`config.mk`:
```
export PLATFORM = sky130hd
export DESIGN_NAME = lhd_header_check
export DESIGN_NICKNAME = d
export VERILOG_FILES = /design/src/core/lhd_pkg.sv /design/src/core/lhd_header_check.sv /design/src/core/lhd_buf2.sv
export VERILOG_INCLUDE_DIRS = /design/src /design/src/core
export SDC_FILE = /design/constraint.sdc
export NUM_CORES = 1
export LEC_CHECK = 0
export BUFFER_PORTS_ARGS = -buffer_cell sky130_fd_sc_hd__buf_2
export CORE_UTILIZATION = 30
export CTS_BUF_LIST = sky130_fd_sc_hd__clkbuf_4 sky130_fd_sc_hd__clkbuf_8 sky130_fd_sc_hd__clkbuf_16
export DETAILED_ROUTE_END_ITERATION = 12
export MAX_ROUTING_LAYER = met4
export PLACE_DENSITY = 0.52
export RECOVER_POWER = 100
export REMOVE_ABC_BUFFERS = 1
export SLEW_MARGIN = 0
export SYNTH_ARGS = -nofsm -noshare
export SYNTH_HDL_FRONTEND = slang
export SYNTH_SLANG_ARGS = --single-unit
export TNS_END_PERCENT = 1
```
`constraint.sdc`:
```
create_clock -name core_clk_i -period 5.8 [get_ports core_clk_i]
set_input_delay 0 -clock core_clk_i [delete_from_list [all_inputs] [get_ports core_clk_i]]
set_output_delay 0 -clock core_clk_i [all_outputs]
set_load 0.03 [all_outputs]
```
`src/core/lhd_consts.svh`:
```
`ifndef LHD_CONSTS_SVH
`define LHD_CONSTS_SVH

// =====================================================================
// header check constants
`define LHD_SYNCH_PATTERN   8'h55
`define LHD_HDR_MAX_BITS    6'd57
`define LHD_SYNCH_FALLS     3'd5
`define LHD_SPAN_MAX        20'hF_FFFF
`define LHD_SPAN_BITS_SH    3
`define LHD_DEV_NUM         5
`define LHD_DEV_SH          2
`define LHD_SHORT_NUM       27
`define LHD_SHORT_SH        5
`define LHD_EDGE_MAX        16'hFFFF
`define LHD_BUF_DEPTH       2
`define LHD_DATA_W          8

`endif

```
`src/core/lhd_pkg.sv`:
```
`default_nettype none
package lhd_pkg;
    typedef enum logic [2:0] {
        LHD_ST_IDLE   = 3'b000,
        LHD_ST_WAIT   = 3'b001,
        LHD_ST_MEAS   = 3'b010,
        LHD_ST_SYNCB  = 3'b011,
        LHD_ST_IDENT  = 3'b100
    } lhd_state_e;

    typedef logic [7:0] lhd_byte_t;
endpackage

`default_nettype wire

```
`src/core/lhd_header_check.sv`:
```
// Notes on behaviour
// RULE1 - invalid header sets header error flag
// RULE2 - irq needs enable and mask bits clear
// RULE3 - software clears state flag, then error flag
// RULE4 - status access then data read clears flag
// RULE5 - no resync: synch byte not 55h errors
// RULE6 - no resync: overrun sets header error
// RULE7 - timeout reported only with detect method set
// RULE8 - resync: excessive synch deviation errors
// RULE9 - resync: measurement overflow errors and blocks
// RULE10 - resync: overrun flagged outside synch field
// RULE11 - compare own bit rate, two parallel checks
// RULE12 - first-to-last falling edge span check
// RULE13 - each edge interval must not be short
// RULE14 - deviation failure sets synch state flag
// RULE15 - header must finish within 57 bit times
// RULE16 - timer starts on break, stops on events
`timescale 1ns/1ns
`default_nettype none
`include "lhd_consts.svh"

module lhd_header_check (
    input  wire logic               core_clk_i,
    input  wire logic               rst_n_i,
    input  wire logic               ce_i,
    input  wire logic               serial_receive_input_i,
    input  wire logic               break_det_i,
    input  wire lhd_pkg::lhd_byte_t rx_data_i,
    input  wire logic               rx_valid_i,
    output logic                    rx_ready_o,
    output lhd_pkg::lhd_byte_t      data_o,
    output logic                    data_valid_o,
    input  wire logic               data_read_i,
    input  wire logic               status_access_i,
    input  wire logic               auto_resync_enable_i,
    input  wire logic               header_detect_method_i,
    input  wire logic               receive_irq_enable_i,
    input  wire logic [1:0]         cpu_int_mask_i,
    input  wire logic               synch_field_clr_i,
    input  wire logic [15:0]        bit_period_i,
    output logic                    header_error_flag_o,
    output logic                    synch_field_state_flag_o,
    output logic                    irq_o
);
    import lhd_pkg::*;

    function automatic logic [19:0] scale(input logic [15:0] bp, input int num, input int sh);
        logic [35:0] prod;
        prod  = 36'(bp) * 36'(num);
        scale = 20'(prod >> sh);
    endfunction

    // =================================================================
    // pin synchroniser and edge detect
    logic rx_s1_r;
    logic rx_s2_r;
    logic rx_d_r;
    wire  fall = rx_d_r & ~rx_s2_r;
    wire  rise = ~rx_d_r & rx_s2_r;

    always_ff @(posedge core_clk_i) begin
        if (!rst_n_i) begin
            rx_s1_r <= 1'b1;
            rx_s2_r <= 1'b1;
            rx_d_r  <= 1'b1;
        end else if (ce_i) begin
            rx_s1_r <= serial_receive_input_i;
            rx_s2_r <= rx_s1_r;
            rx_d_r  <= rx_s2_r;
        end
    end

    // =================================================================
    // state and counters
    lhd_state_e  st_r;
    lhd_state_e  st_nxt;
    logic [19:0] span_r;
    logic [15:0] edge_r;
    logic [2:0]  falls_r;
    logic        tmr_on_r;
    logic [15:0] tcyc_r;
    logic [5:0]  tbits_r;
    logic        hdr_err_r;
    logic        blk_flag_r;
    logic        armed_r;

    wire resync_en = auto_resync_enable_i;
    wire in_sync   = (st_r == LHD_ST_WAIT) || (st_r == LHD_ST_MEAS);
    wire blocked   = blk_flag_r & resync_en;

    // =================================================================
    // receive buffer, overrun when receiver finds it full
    logic buf_ready;
    lhd_buf2 u_buf (
        .core_clk_i  (core_clk_i),
        .rst_n_i     (rst_n_i),
        .ce_i        (ce_i),
        .in_data_i   (rx_data_i),
        .in_valid_i  (rx_valid_i),
        .in_ready_o  (buf_ready),
        .out_data_o  (data_o),
        .out_valid_o (data_valid_o),
        .out_ready_i (data_read_i)
    );
    assign rx_ready_o = buf_ready;

    wire ovr       = rx_valid_i & ~buf_ready;
    wire synch_fld = in_sync || (st_r == LHD_ST_SYNCB);
    wire ovr_err   = ovr & (~resync_en | ~synch_fld);                      // [RULE6] [RULE10]
    wire byte_in   = rx_valid_i & buf_ready;
    wire synch_err = ~resync_en & byte_in & (st_r == LHD_ST_SYNCB)
                     & (rx_data_i != `LHD_SYNCH_PATTERN);                  // [RULE5]

    // =================================================================
    // synch field deviation checks
    wire [19:0] span_nom  = {1'b0, bit_period_i, 3'b000};
    wire [19:0] span_tol  = scale(bit_period_i, `LHD_DEV_NUM, `LHD_DEV_SH);
    wire [19:0] short_lim = scale(bit_period_i, `LHD_SHORT_NUM, `LHD_SHORT_SH);
    wire        last_fall = (st_r == LHD_ST_MEAS) & fall & (falls_r == `LHD_SYNCH_FALLS - 3'd1);
    wire [19:0] span_diff = (span_r > span_nom) ? span_r - span_nom : span_nom - span_r;
    wire        span_err  = resync_en & last_fall & (span_diff > span_tol); // [RULE8] [RULE11] [RULE12]
    wire        short_err = resync_en & (st_r == LHD_ST_MEAS) & (fall | rise)
                            & ({4'h0, edge_r} < short_lim);                // [RULE13]
    wire        ovf_err   = resync_en & (st_r == LHD_ST_MEAS) & (span_r == `LHD_SPAN_MAX); // [RULE9]
    wire        dev_err   = span_err | short_err;

    // =================================================================
    // header timeout
    wire tmo_hit = tmr_on_r & (tbits_r == `LHD_HDR_MAX_BITS);              // [RULE15]
    wire tmo_err = tmo_hit & header_detect_method_i;                       // [RULE7]
    wire other_err = synch_err | ovr_err | dev_err | ovf_err;
    wire tmr_stop  = (byte_in & (st_r == LHD_ST_IDENT)) | other_err
                     | (blk_flag_r & synch_field_clr_i & in_sync) | tmo_hit; // [RULE16]
    wire brk_go    = break_det_i & ~blocked;

    wire err_set   = other_err | tmo_err;                                  // [RULE1]
    wire blk_set   = dev_err | ovf_err | (resync_en & tmo_err & in_sync);  // [RULE14] [RULE9]
    wire err_clr   = armed_r & data_read_i & data_valid_o;                 // [RULE4]

    always_comb begin
        st_nxt = st_r;
        if (brk_go) begin
            st_nxt = resync_en ? LHD_ST_WAIT : LHD_ST_SYNCB;
        end else if (err_set || tmo_hit) begin
            st_nxt = LHD_ST_IDLE;
        end else begin
            case (st_r)
                LHD_ST_IDLE: begin
                    st_nxt = LHD_ST_IDLE;
                end
                LHD_ST_WAIT: begin
                    if (fall) st_nxt = LHD_ST_MEAS;
                end
                LHD_ST_MEAS: begin
                    if (last_fall) st_nxt = LHD_ST_SYNCB;
                end
                LHD_ST_SYNCB: begin
                    if (byte_in) st_nxt = LHD_ST_IDENT;
                end
                LHD_ST_IDENT: begin
                    if (byte_in) st_nxt = LHD_ST_IDLE;
                end
                default: begin
                    st_nxt = LHD_ST_IDLE;
                end
            endcase
        end
    end

    always_ff @(posedge core_clk_i) begin
        if (!rst_n_i) begin
            st_r <= LHD_ST_IDLE;
        end else if (ce_i) begin
            st_r <= st_nxt;
        end
    end

    // measurement counters, span saturates to expose overflow
    always_ff @(posedge core_clk_i) begin
        if (!rst_n_i) begin
            span_r  <= 20'h0_0000;
            edge_r  <= 16'h0000;
            falls_r <= 3'd0;
        end else if (ce_i) begin
            if (st_r != LHD_ST_MEAS) begin
                span_r  <= 20'h0_0001;
                edge_r  <= 16'h0001;
                falls_r <= 3'd1;
            end else begin
                if (span_r != `LHD_SPAN_MAX) span_r <= span_r + 20'h0_0001;
                if (fall | rise) edge_r <= 16'h0001;
                else if (edge_r != `LHD_EDGE_MAX) edge_r <= edge_r + 16'h0001;
                if (fall) falls_r <= falls_r + 3'd1;
            end
        end
    end

    // bit time counter for the header timeout
    always_ff @(posedge core_clk_i) begin
        if (!rst_n_i) begin
            tmr_on_r <= 1'b0;
            tcyc_r   <= 16'h0000;
            tbits_r  <= 6'd0;
        end else if (ce_i) begin
            if (brk_go) begin
                tmr_on_r <= 1'b1;                                          // [RULE16]
                tcyc_r   <= 16'h0001;
                tbits_r  <= 6'd0;
            end else if (tmr_stop) begin
                tmr_on_r <= 1'b0;
            end else if (tmr_on_r) begin
                if (tcyc_r >= bit_period_i) begin
                    tcyc_r  <= 16'h0001;
                    tbits_r <= tbits_r + 6'd1;
                end else begin
                    tcyc_r <= tcyc_r + 16'h0001;
                end
            end
        end
    end

    // =================================================================
    // flags: hardware set wins over software clear
    always_ff @(posedge core_clk_i) begin
        if (!rst_n_i) begin
            hdr_err_r  <= 1'b0;
            blk_flag_r <= 1'b0;
            armed_r    <= 1'b0;
        end else if (ce_i) begin
            if (err_set) hdr_err_r <= 1'b1;
            else if (err_clr) hdr_err_r <= 1'b0;
            if (blk_set) blk_flag_r <= 1'b1;                               // [RULE3]
            else if (synch_field_clr_i) blk_flag_r <= 1'b0;
            if (status_access_i) armed_r <= 1'b1;
            else if (err_clr) armed_r <= 1'b0;
        end
    end

    assign header_error_flag_o      = hdr_err_r;
    assign synch_field_state_flag_o = blk_flag_r;
    assign irq_o = hdr_err_r & receive_irq_enable_i & (cpu_int_mask_i == 2'b00); // [RULE2]
endmodule

`default_nettype wire

```
`src/core/lhd_buf2.sv`:
```
`timescale 1ns/1ns
`default_nettype none
`include "lhd_consts.svh"

module lhd_buf2 (
    input  wire logic             core_clk_i,
    input  wire logic             rst_n_i,
    input  wire logic             ce_i,
    input  wire lhd_pkg::lhd_byte_t in_data_i,
    input  wire logic             in_valid_i,
    output logic                  in_ready_o,
    output lhd_pkg::lhd_byte_t    out_data_o,
    output logic                  out_valid_o,
    input  wire logic             out_ready_i
);
    import lhd_pkg::*;

    lhd_byte_t  mem_r [`LHD_BUF_DEPTH];
    logic       wr_ptr_r;
    logic       rd_ptr_r;
    logic [1:0] cnt_r;
    wire        push = in_valid_i & in_ready_o;
    wire        pop  = out_valid_o & out_ready_i;

    assign in_ready_o  = (cnt_r != 2'(`LHD_BUF_DEPTH));
    assign out_valid_o = (cnt_r != 2'd0);
    assign out_data_o  = mem_r[rd_ptr_r];

    always_ff @(posedge core_clk_i) begin
        if (!rst_n_i) begin
            wr_ptr_r <= 1'b0;
            rd_ptr_r <= 1'b0;
            cnt_r    <= 2'd0;
            mem_r[0] <= 8'h00;
            mem_r[1] <= 8'h00;
        end else if (ce_i) begin
            if (push) begin
                mem_r[wr_ptr_r] <= in_data_i;
                wr_ptr_r        <= ~wr_ptr_r;
            end
            if (pop) begin
                rd_ptr_r <= ~rd_ptr_r;
            end
            cnt_r <= cnt_r + {1'b0, push} - {1'b0, pop};
        end
    end
endmodule

`default_nettype wire

```
* Word-level counts from Yosys, hierarchy flattened
Memory sizes are Yosys's and may differ from the RTL's. A register that Yosys moved wholly into a read port is not among the register bits.
Cells that the tools add are included.
** Storage, ports and cells
- Bits of input ports :: 38
- Word-level logic and storage cells :: 167
- Output and inout bits :: 13
- RAM bits :: 16
- Flip-flop bits (word level) :: 75
- Memories kept :: 1
** Operators by class
- Reduce and logical (&&, ||, !) cells :: 27
- Multipliers :: 2
- Add/subtract/negate cells :: 9
- Bitwise gates (word level) :: 50
- Equal/unequal tests :: 17
- $lt $le $gt $ge :: 4
- Multiplexer cells :: 41
** Memory list
- u_buf.mem_r :: depth 2, bits a word 8, read ports 1, clocked after Yosys merged registers in 1, write ports 2, RTL line lhd_buf2.sv:18 : lhd_byte_t mem_r [`LHD_BUF_DEPTH];
** Operators with widths (count)
- $mux 16 :: 7
- $mux 20 :: 3
- $add 16x1->16 const B :: 2
- $and 1x1->1 :: 30
- $mux 3 :: 8
- $mux 6 :: 4
- $mul 16x5->21 const B :: 1
- $add 20x1->20 const B :: 1
- $eq 20x20->1 const B :: 1
- $gt 20x17->1 :: 1
- $gt 20x19->1 :: 1
- $ne 20x20->1 const B :: 1
- $sub 19x20->20 :: 1
- $sub 20x19->20 :: 1
- $mul 16x3->19 const B :: 1
- $reduce_and 2->1 :: 9
- $reduce_bool 2->1 :: 9
- $ge 16x16->1 :: 1
- $lt 16x16->1 :: 1
- $mux 1 :: 16
- $ne 16x16->1 const B :: 1
- $ne 4x3->1 const B :: 4
- $or 1x1->1 :: 12
- $pmux 3 s4 :: 1
- other kinds (22) :: 33

* Longest topological paths before layout
- Depth after elaboration :: 14
- Depth in mapped cells :: 26
- Mapped depth without buffers :: 25

* Hierarchy
From an unflattened synthesis, not the netlist that was laid out.
** Second synthesis, totals
- Cells, all modules :: 1190
- Area, all modules :: 9774.4 um^2
** Modules (own cells, without submodules)
- lhd_header_check :: instances 1, sequential area each 1421.4 um^2, area an instance 8789.7 um^2, cells each 1117
- lhd_buf2 :: instances 1, sequential area each 580.6 um^2, area an instance 984.7 um^2, cells each 73

* Worst setup path after synthesis
OpenSTA, ideal clock, no wires.
- Path kind :: in2reg
- Start point :: in bit_period_i[3]
- End point :: reg tcyc_r[0]
- Setup time :: 70 ps
- Data required time :: 5730 ps
- Stages :: 25
- Path buffers :: 1
- Arrival time :: 5224 ps
- Setup slack :: 506 ps
- Path through :: ha_1 fa_1 inv_1 fa_1 inv_1 ha_1 or3_1 o21ai_0 a211o_1 o211ai_1 a21o_1 a41oi_1 a21oi_1 xnor2_1 ha_1 a21o_1 a211o_1 a2111oi_0 a21oi_1 a21bo_2 a21oi_2 o21ai_2 clkbuf_1 o221ai_1 a21oi_1
** Between the ends
- Word-level cells in the longest chain between the ends :: 12
- Elaborated cells between the ends (all ways) :: 23
- Those cells by class :: add/sub (2); mul (2); order compare (4); eq/ne (1); mux (5); bitwise (8); reduce/logical (1)
** RTL lines
- start: declaration :: RTL line lhd_header_check.sv:40 : input wire logic [15:0] bit_period_i,
- parallel branches: the longest is 12 deep, another holds $gt 20x17->1
- end signal: assignment :: RTL line lhd_header_check.sv:216 : tcyc_r <= tcyc_r + 16'h0001;
- end: declaration :: RTL line lhd_header_check.sv:81 : logic [15:0] tcyc_r;
Parallel ways; which one is timed is not known. The select of a mux whose other input is x is not followed.
A chain may end at the register's enable or synchronous reset.

* Worst setup path in the final report
- Start point :: reg span_r[4]
- End point :: reg tbits_r[2]
** Between the ends
- Word-level cells in the longest chain between the ends :: 12
- Elaborated cells between the ends (all ways) :: 16
- Those cells by class :: add/sub (2); order compare (2); eq/ne (2); mux (1); bitwise (8); reduce/logical (1)
** RTL lines
- start: declaration :: RTL line lhd_header_check.sv:77 : logic [19:0] span_r;
- start signal: assignment :: RTL line lhd_header_check.sv:190 : if (span_r != `LHD_SPAN_MAX) span_r <= span_r + 20'h0_0001;
- $sub 19x20->20, or another cell as far along :: RTL line lhd_header_check.sv:120 : wire [19:0] span_diff = (span_r > span_nom) ? span_r - span_nom : span_nom - span_r;
- $mux 20 :: RTL line lhd_header_check.sv:120
- $gt 20x17->1 :: RTL line lhd_header_check.sv:121 : wire span_err = resync_en & last_fall & (span_diff > span_tol);
- $and 1x1->1 :: RTL line lhd_header_check.sv:121
- $or 1x1->1 :: RTL line lhd_header_check.sv:125 : wire dev_err = span_err | short_err;
- $or 1x1->1 :: RTL line lhd_header_check.sv:131 : wire other_err = synch_err | ovr_err | dev_err | ovf_err;
- $or 1x1->1 * :: RTL line lhd_header_check.sv:131
- $or 1x1->1 * :: RTL line lhd_header_check.sv:132 : wire tmr_stop = (byte_in & (st_r == LHD_ST_IDENT)) | other_err
- $or 1x1->1 * (2 in a row) :: RTL line lhd_header_check.sv:133 : | (blk_flag_r & synch_field_clr_i & in_sync) | tmo_hit;
- $ne 2x1->1 (no source line) *
- $reduce_and 4->1 (no source line) *
- end signal: assignment :: RTL line lhd_header_check.sv:214 : tbits_r <= tbits_r + 6'd1;
- end: declaration :: RTL line lhd_header_check.sv:82 : logic [5:0] tbits_r;
Mark *: on every way between the ends. The rest lies on a longest branch, timed or not.

==> results.sh <==
export IMPL_arrival_ps=5670
export IMPL_critical_path_reg2reg_endpoint="tbits_r[2]$_SDFFE_PN0P_"
export IMPL_period_needed_ps=5402
export IMPL_synth_largest_area_cell="ha_1"
export IMPL_clkLatencyLatePin_ps=360
export IMPL_groute_layer_met3_usage_pct=1.424
export IMPL_htreeDepth=3
export IMPL_first_pass_iters=6
export IMPL_clock_sink_count=92
export IMPL_max_cap_violations=1
export IMPL_post_syn_area_um2=9694
export IMPL_synth_ff_type="dfxtp_1"
export IMPL_setup_violations_final=0
export IMPL_critPathRequiredTime_ps=6070
export IMPL_hold_slack_ps=108.9
export IMPL_syn_area_per_cell_um2=8.174
export IMPL_final_max_slew_violation_count=6
export IMPL_synth_seq_area_share_pct=20.65
export IMPL_post_synth_arst_share_pct=0
export IMPL_tritoncts_num_buffers=9
export IMPL_die_y_um=181.8
export IMPL_regArea_um2=2002
export IMPL_postLayoutCoreUtil_pct=34.98
export IMPL_top_fanout_value_on_the_critical_path=9
export IMPL_ys_top_cells_by_count="160 x ha_1, 122 x inv_1, 86 x nor2_1, 82 x nand2_1, 76 x dfxtp_1"
export IMPL_yosys_top_cells_area="ha_1 21%, dfxtp_1 16%, fa_1 5.4%"
export IMPL_cts_clk_slew_worst_paths_ps=80
export IMPL_synthDominantCellAreaShare_pct=20.65
export IMPL_die_area_um2=33040
export IMPL_post_synth_top_count_cell="ha_1"
export IMPL_dr_total_vias=8511
export IMPL_layout_nets=1496
export IMPL_count_of_unresolved_drc_violations_after_routing=0
export IMPL_period_share_pct=93.13
export IMPL_failed_checks="max-capacitance violations, max-slew violations"
export IMPL_postRouteAntennaNets=0
export IMPL_grt_max_degree=37
export IMPL_startpoint_type_of_the_worst_setup_path="flip-flop"
export IMPL_final_hold_violating_endpoints=0
export IMPL_clock_fmax_ghz=0.1851
export IMPL_grtUsageTotal_pct=17.03
export IMPL_synth_ff_latch_count=92
export IMPL_fin_setup_tns_ps=0
export IMPL_groute_layer_met2_usage_pct=26.85
export IMPL_synthDistinctLibCells=70
export IMPL_global_route_peak_usage_layer="met2"
export IMPL_critical_path_endpoint="tbits_r[2]$_SDFFE_PN0P_"
export IMPL_worst_r2r_setup_slack_ps=400
export IMPL_max_clock_path_buffers=2
export IMPL_row_count=65
export IMPL_dpl_worst_slack_ps=-41.19
export IMPL_flow_area_growth_from_synthesis_pct=14.16
export IMPL_power_density_nw_per_um2=215.0
export IMPL_multi_input_area_um2=7088
export IMPL_result_of_the_run="complete, but fails checks"
export IMPL_setup_worst_path_class="reg -> reg"
export IMPL_edff_count_synth=16
export IMPL_ys_warn_count=0
export IMPL_grt_total_ovfl=0
export IMPL_timing_max_slew_rel_slack_pct=-8.328
export IMPL_drive_gt1_share_pct=10.26
export IMPL_dr_first_iter_drc_count=504
export IMPL_crit_path_start="span_r[4]$_SDFFE_PN0P_"
export IMPL_grt_pass1_wl_um=43900
export IMPL_number_of_cells_on_the_worst_reg_to_reg_path=20
export IMPL_gp_congestion=0.9017
export IMPL_drt_vias_per_instance=5.069
export IMPL_global_route_usage_met1_pct=23.47
export IMPL_postSynthCellCount=1186
export IMPL_io_pins=51
export IMPL_final_area_um2=11070
export IMPL_p_leak_nw=4.828
export IMPL_hold_crit_path_type="in -> reg"
export IMPL_vdd_ir_drop_max_uv=120.6
export IMPL_post_layout_nonfiller_instances=1679
export IMPL_totalPowerFinal_mw=2.379
export IMPL_max_slew_worst_pin_slew_ps=1610
export IMPL_critical_path_endpoint_type="flip-flop"
export IMPL_post_route_worst_setup_slack_ps=398.5
export IMPL_regToRegStartpoint="span_r[4]$_SDFFE_PN0P_"
export IMPL_fillCellCount=3324
export IMPL_skew_ps=10.50
export IMPL_placement_io_buffers=50
export IMPL_grt_pass1_vias=8347
export IMPL_cts_root_buf="clkbuf_16"
export IMPL_dp_hpwl_um=21210
export IMPL_chipWidth_um=181.8
export IMPL_placed_cells_incl_taps=1651
export IMPL_drt_wl_total_um=26430
export IMPL_start_util_pct=30.64
export IMPL_core_area_um2=31640
export IMPL_antenna_diode_count=0
export IMPL_grt_antenna_before_repair=0
export IMPL_routedWlPerCell_um=15.74
export IMPL_placed_cell_area_um2=10670
export IMPL_tritoncts="built"
==> final cells by class <==
class,count,share of cell area (%)
Clock buffer,9,2.035
Timing Repair Buffer,112,6.456
Tap cell,402,4.545
Clock inverter,7,0.6897
Inverter,122,4.138
Multi-Input combinational cell,935,64.05
Sequential cell,92,18.09
==> timing repair <==
action,in CTS,in global routing
gates resized for setup,0,6
hold endpoints to repair,20,0
hold buffers,12,0
buffers inserted,0,0
setup endpoints to repair,0,19
==> sequential cells by signal, indices dropped and copies added (netlist names), named ones only <==
name and count:
rx_s2_r 1, u_buf.rd_ptr_r 1, u_buf.mem_r 16, u_buf.wr_ptr_r 1, rx_s1_r 1, header_error_flag_o 1, tcyc_r 16, tmr_on_r 1
falls_r 3, u_buf.cnt_r 2, st_r 3, tbits_r 6, edge_r 16, span_r 20, synch_field_state_flag_o 1, armed_r 1
rx_d_r 1
==> where the power goes <==
group | internal (mW) | total, mW | leakage [nW] | switching [mW]
clock network | 0.307 | 0.618 | 0.148 | 0.312
registers | 0.673 | 0.693 | 0.783 | 0.0202
logic | 0.473 | 1.07 | 3.90 | 0.595
total | 1.45 | 2.38 | 4.83 | 0.926
==> placed cells by master (no fill, tap or decap), types with 6 or more instances in the layout <==
cell type,Yosys,routed
inv_1,122,122
nand4_1,26,26
clkbuf_1,27,17
nor2b_1,16,16
dlygate4sd3_1,0,12
nand3b_1,8,8
xor2_1,28,28
a21oi_1,70,70
a21boi_0,10,9
nor4_1,8,7
edfxtp_1,16,16
nor2_1,86,86
xnor2_1,49,49
mux2i_1,7,7
nand2_1,82,82
nand3_1,36,36
ha_1,160,160
fa_1,26,26
o22ai_1,12,12
clkbuf_16,0,9
a211oi_1,12,12
a221oi_1,7,7
buf_4,0,46
and4_1,6,6
dfxtp_1,76,76
nor3_1,28,28
and3_1,14,14
o21ai_0,65,66
buf_2,7,37
or2_2,8,8
and2_1,30,15
a21o_1,21,21
mux2_2,11,11
and2_0,0,15
nand2b_1,16,16
or3_1,11,11
==> per-layer routing <==
layer | vias up | routed length [um]
met5 | - | 0
met1 | 3976 | 13350
met3 | 19 | 734
met2 | 143 | 11920
met4 | 0 | 422
li1 | 4373 | -
==> worst max-delay path: stages, from the launching register on <==
cell      delay, ps
dfxtp_1         410
ha_1            310
nor2b_1         170
o31a_1          300
o21ai_1         360
o21ai_1         130
a21o_1          260
o311ai_0        390
o311ai_0        250
xor2_1          190
ha_1            330
a21o_1          160
a21o_1          170
a211oi_1        330
o31ai_1         270
a21bo_2         260
a21oi_2         180
o21ai_2         110
buf_4           190
or2_1           300
o32ai_1         240
==> logic make-up (layout without fill, tap and decap cells) <==
| family | Yosys count | after routing | synth area share, % |
|---|---|---|---|
| flops | 92 | 92 | 20.65 |
| simple gates | 388 | 388 | 20.52 |
| xor+xnor | 77 | 77 | 6.957 |
| mux | 18 | 18 | 2.001 |
| buf+inv | 159 | 250 | 6.402 |
| compound gates | 266 | 266 | 17.45 |
| fa+ha+maj | 186 | 186 | 26.02 |
==> worst min-delay path by stage <==
stage,startpoint,to,slack [ps],cells past startpoint
CTS,rst_n_i,rx_s1_r$_SDFFE_PN1P_,110,2
global placement,serial_receive_input_i,rx_s1_r$_SDFFE_PN1P_,220,3
detailed placement,serial_receive_input_i,rx_s1_r$_SDFFE_PN1P_,220,3
floorplan,rst_n_i,rx_d_r$_SDFFE_PN1P_,60,1
global route,rst_n_i,rx_s1_r$_SDFFE_PN1P_,130,2
finish,rst_n_i,rx_s1_r$_SDFFE_PN1P_,110,2
Note: power is estimated with default switching activity, not from simulation.
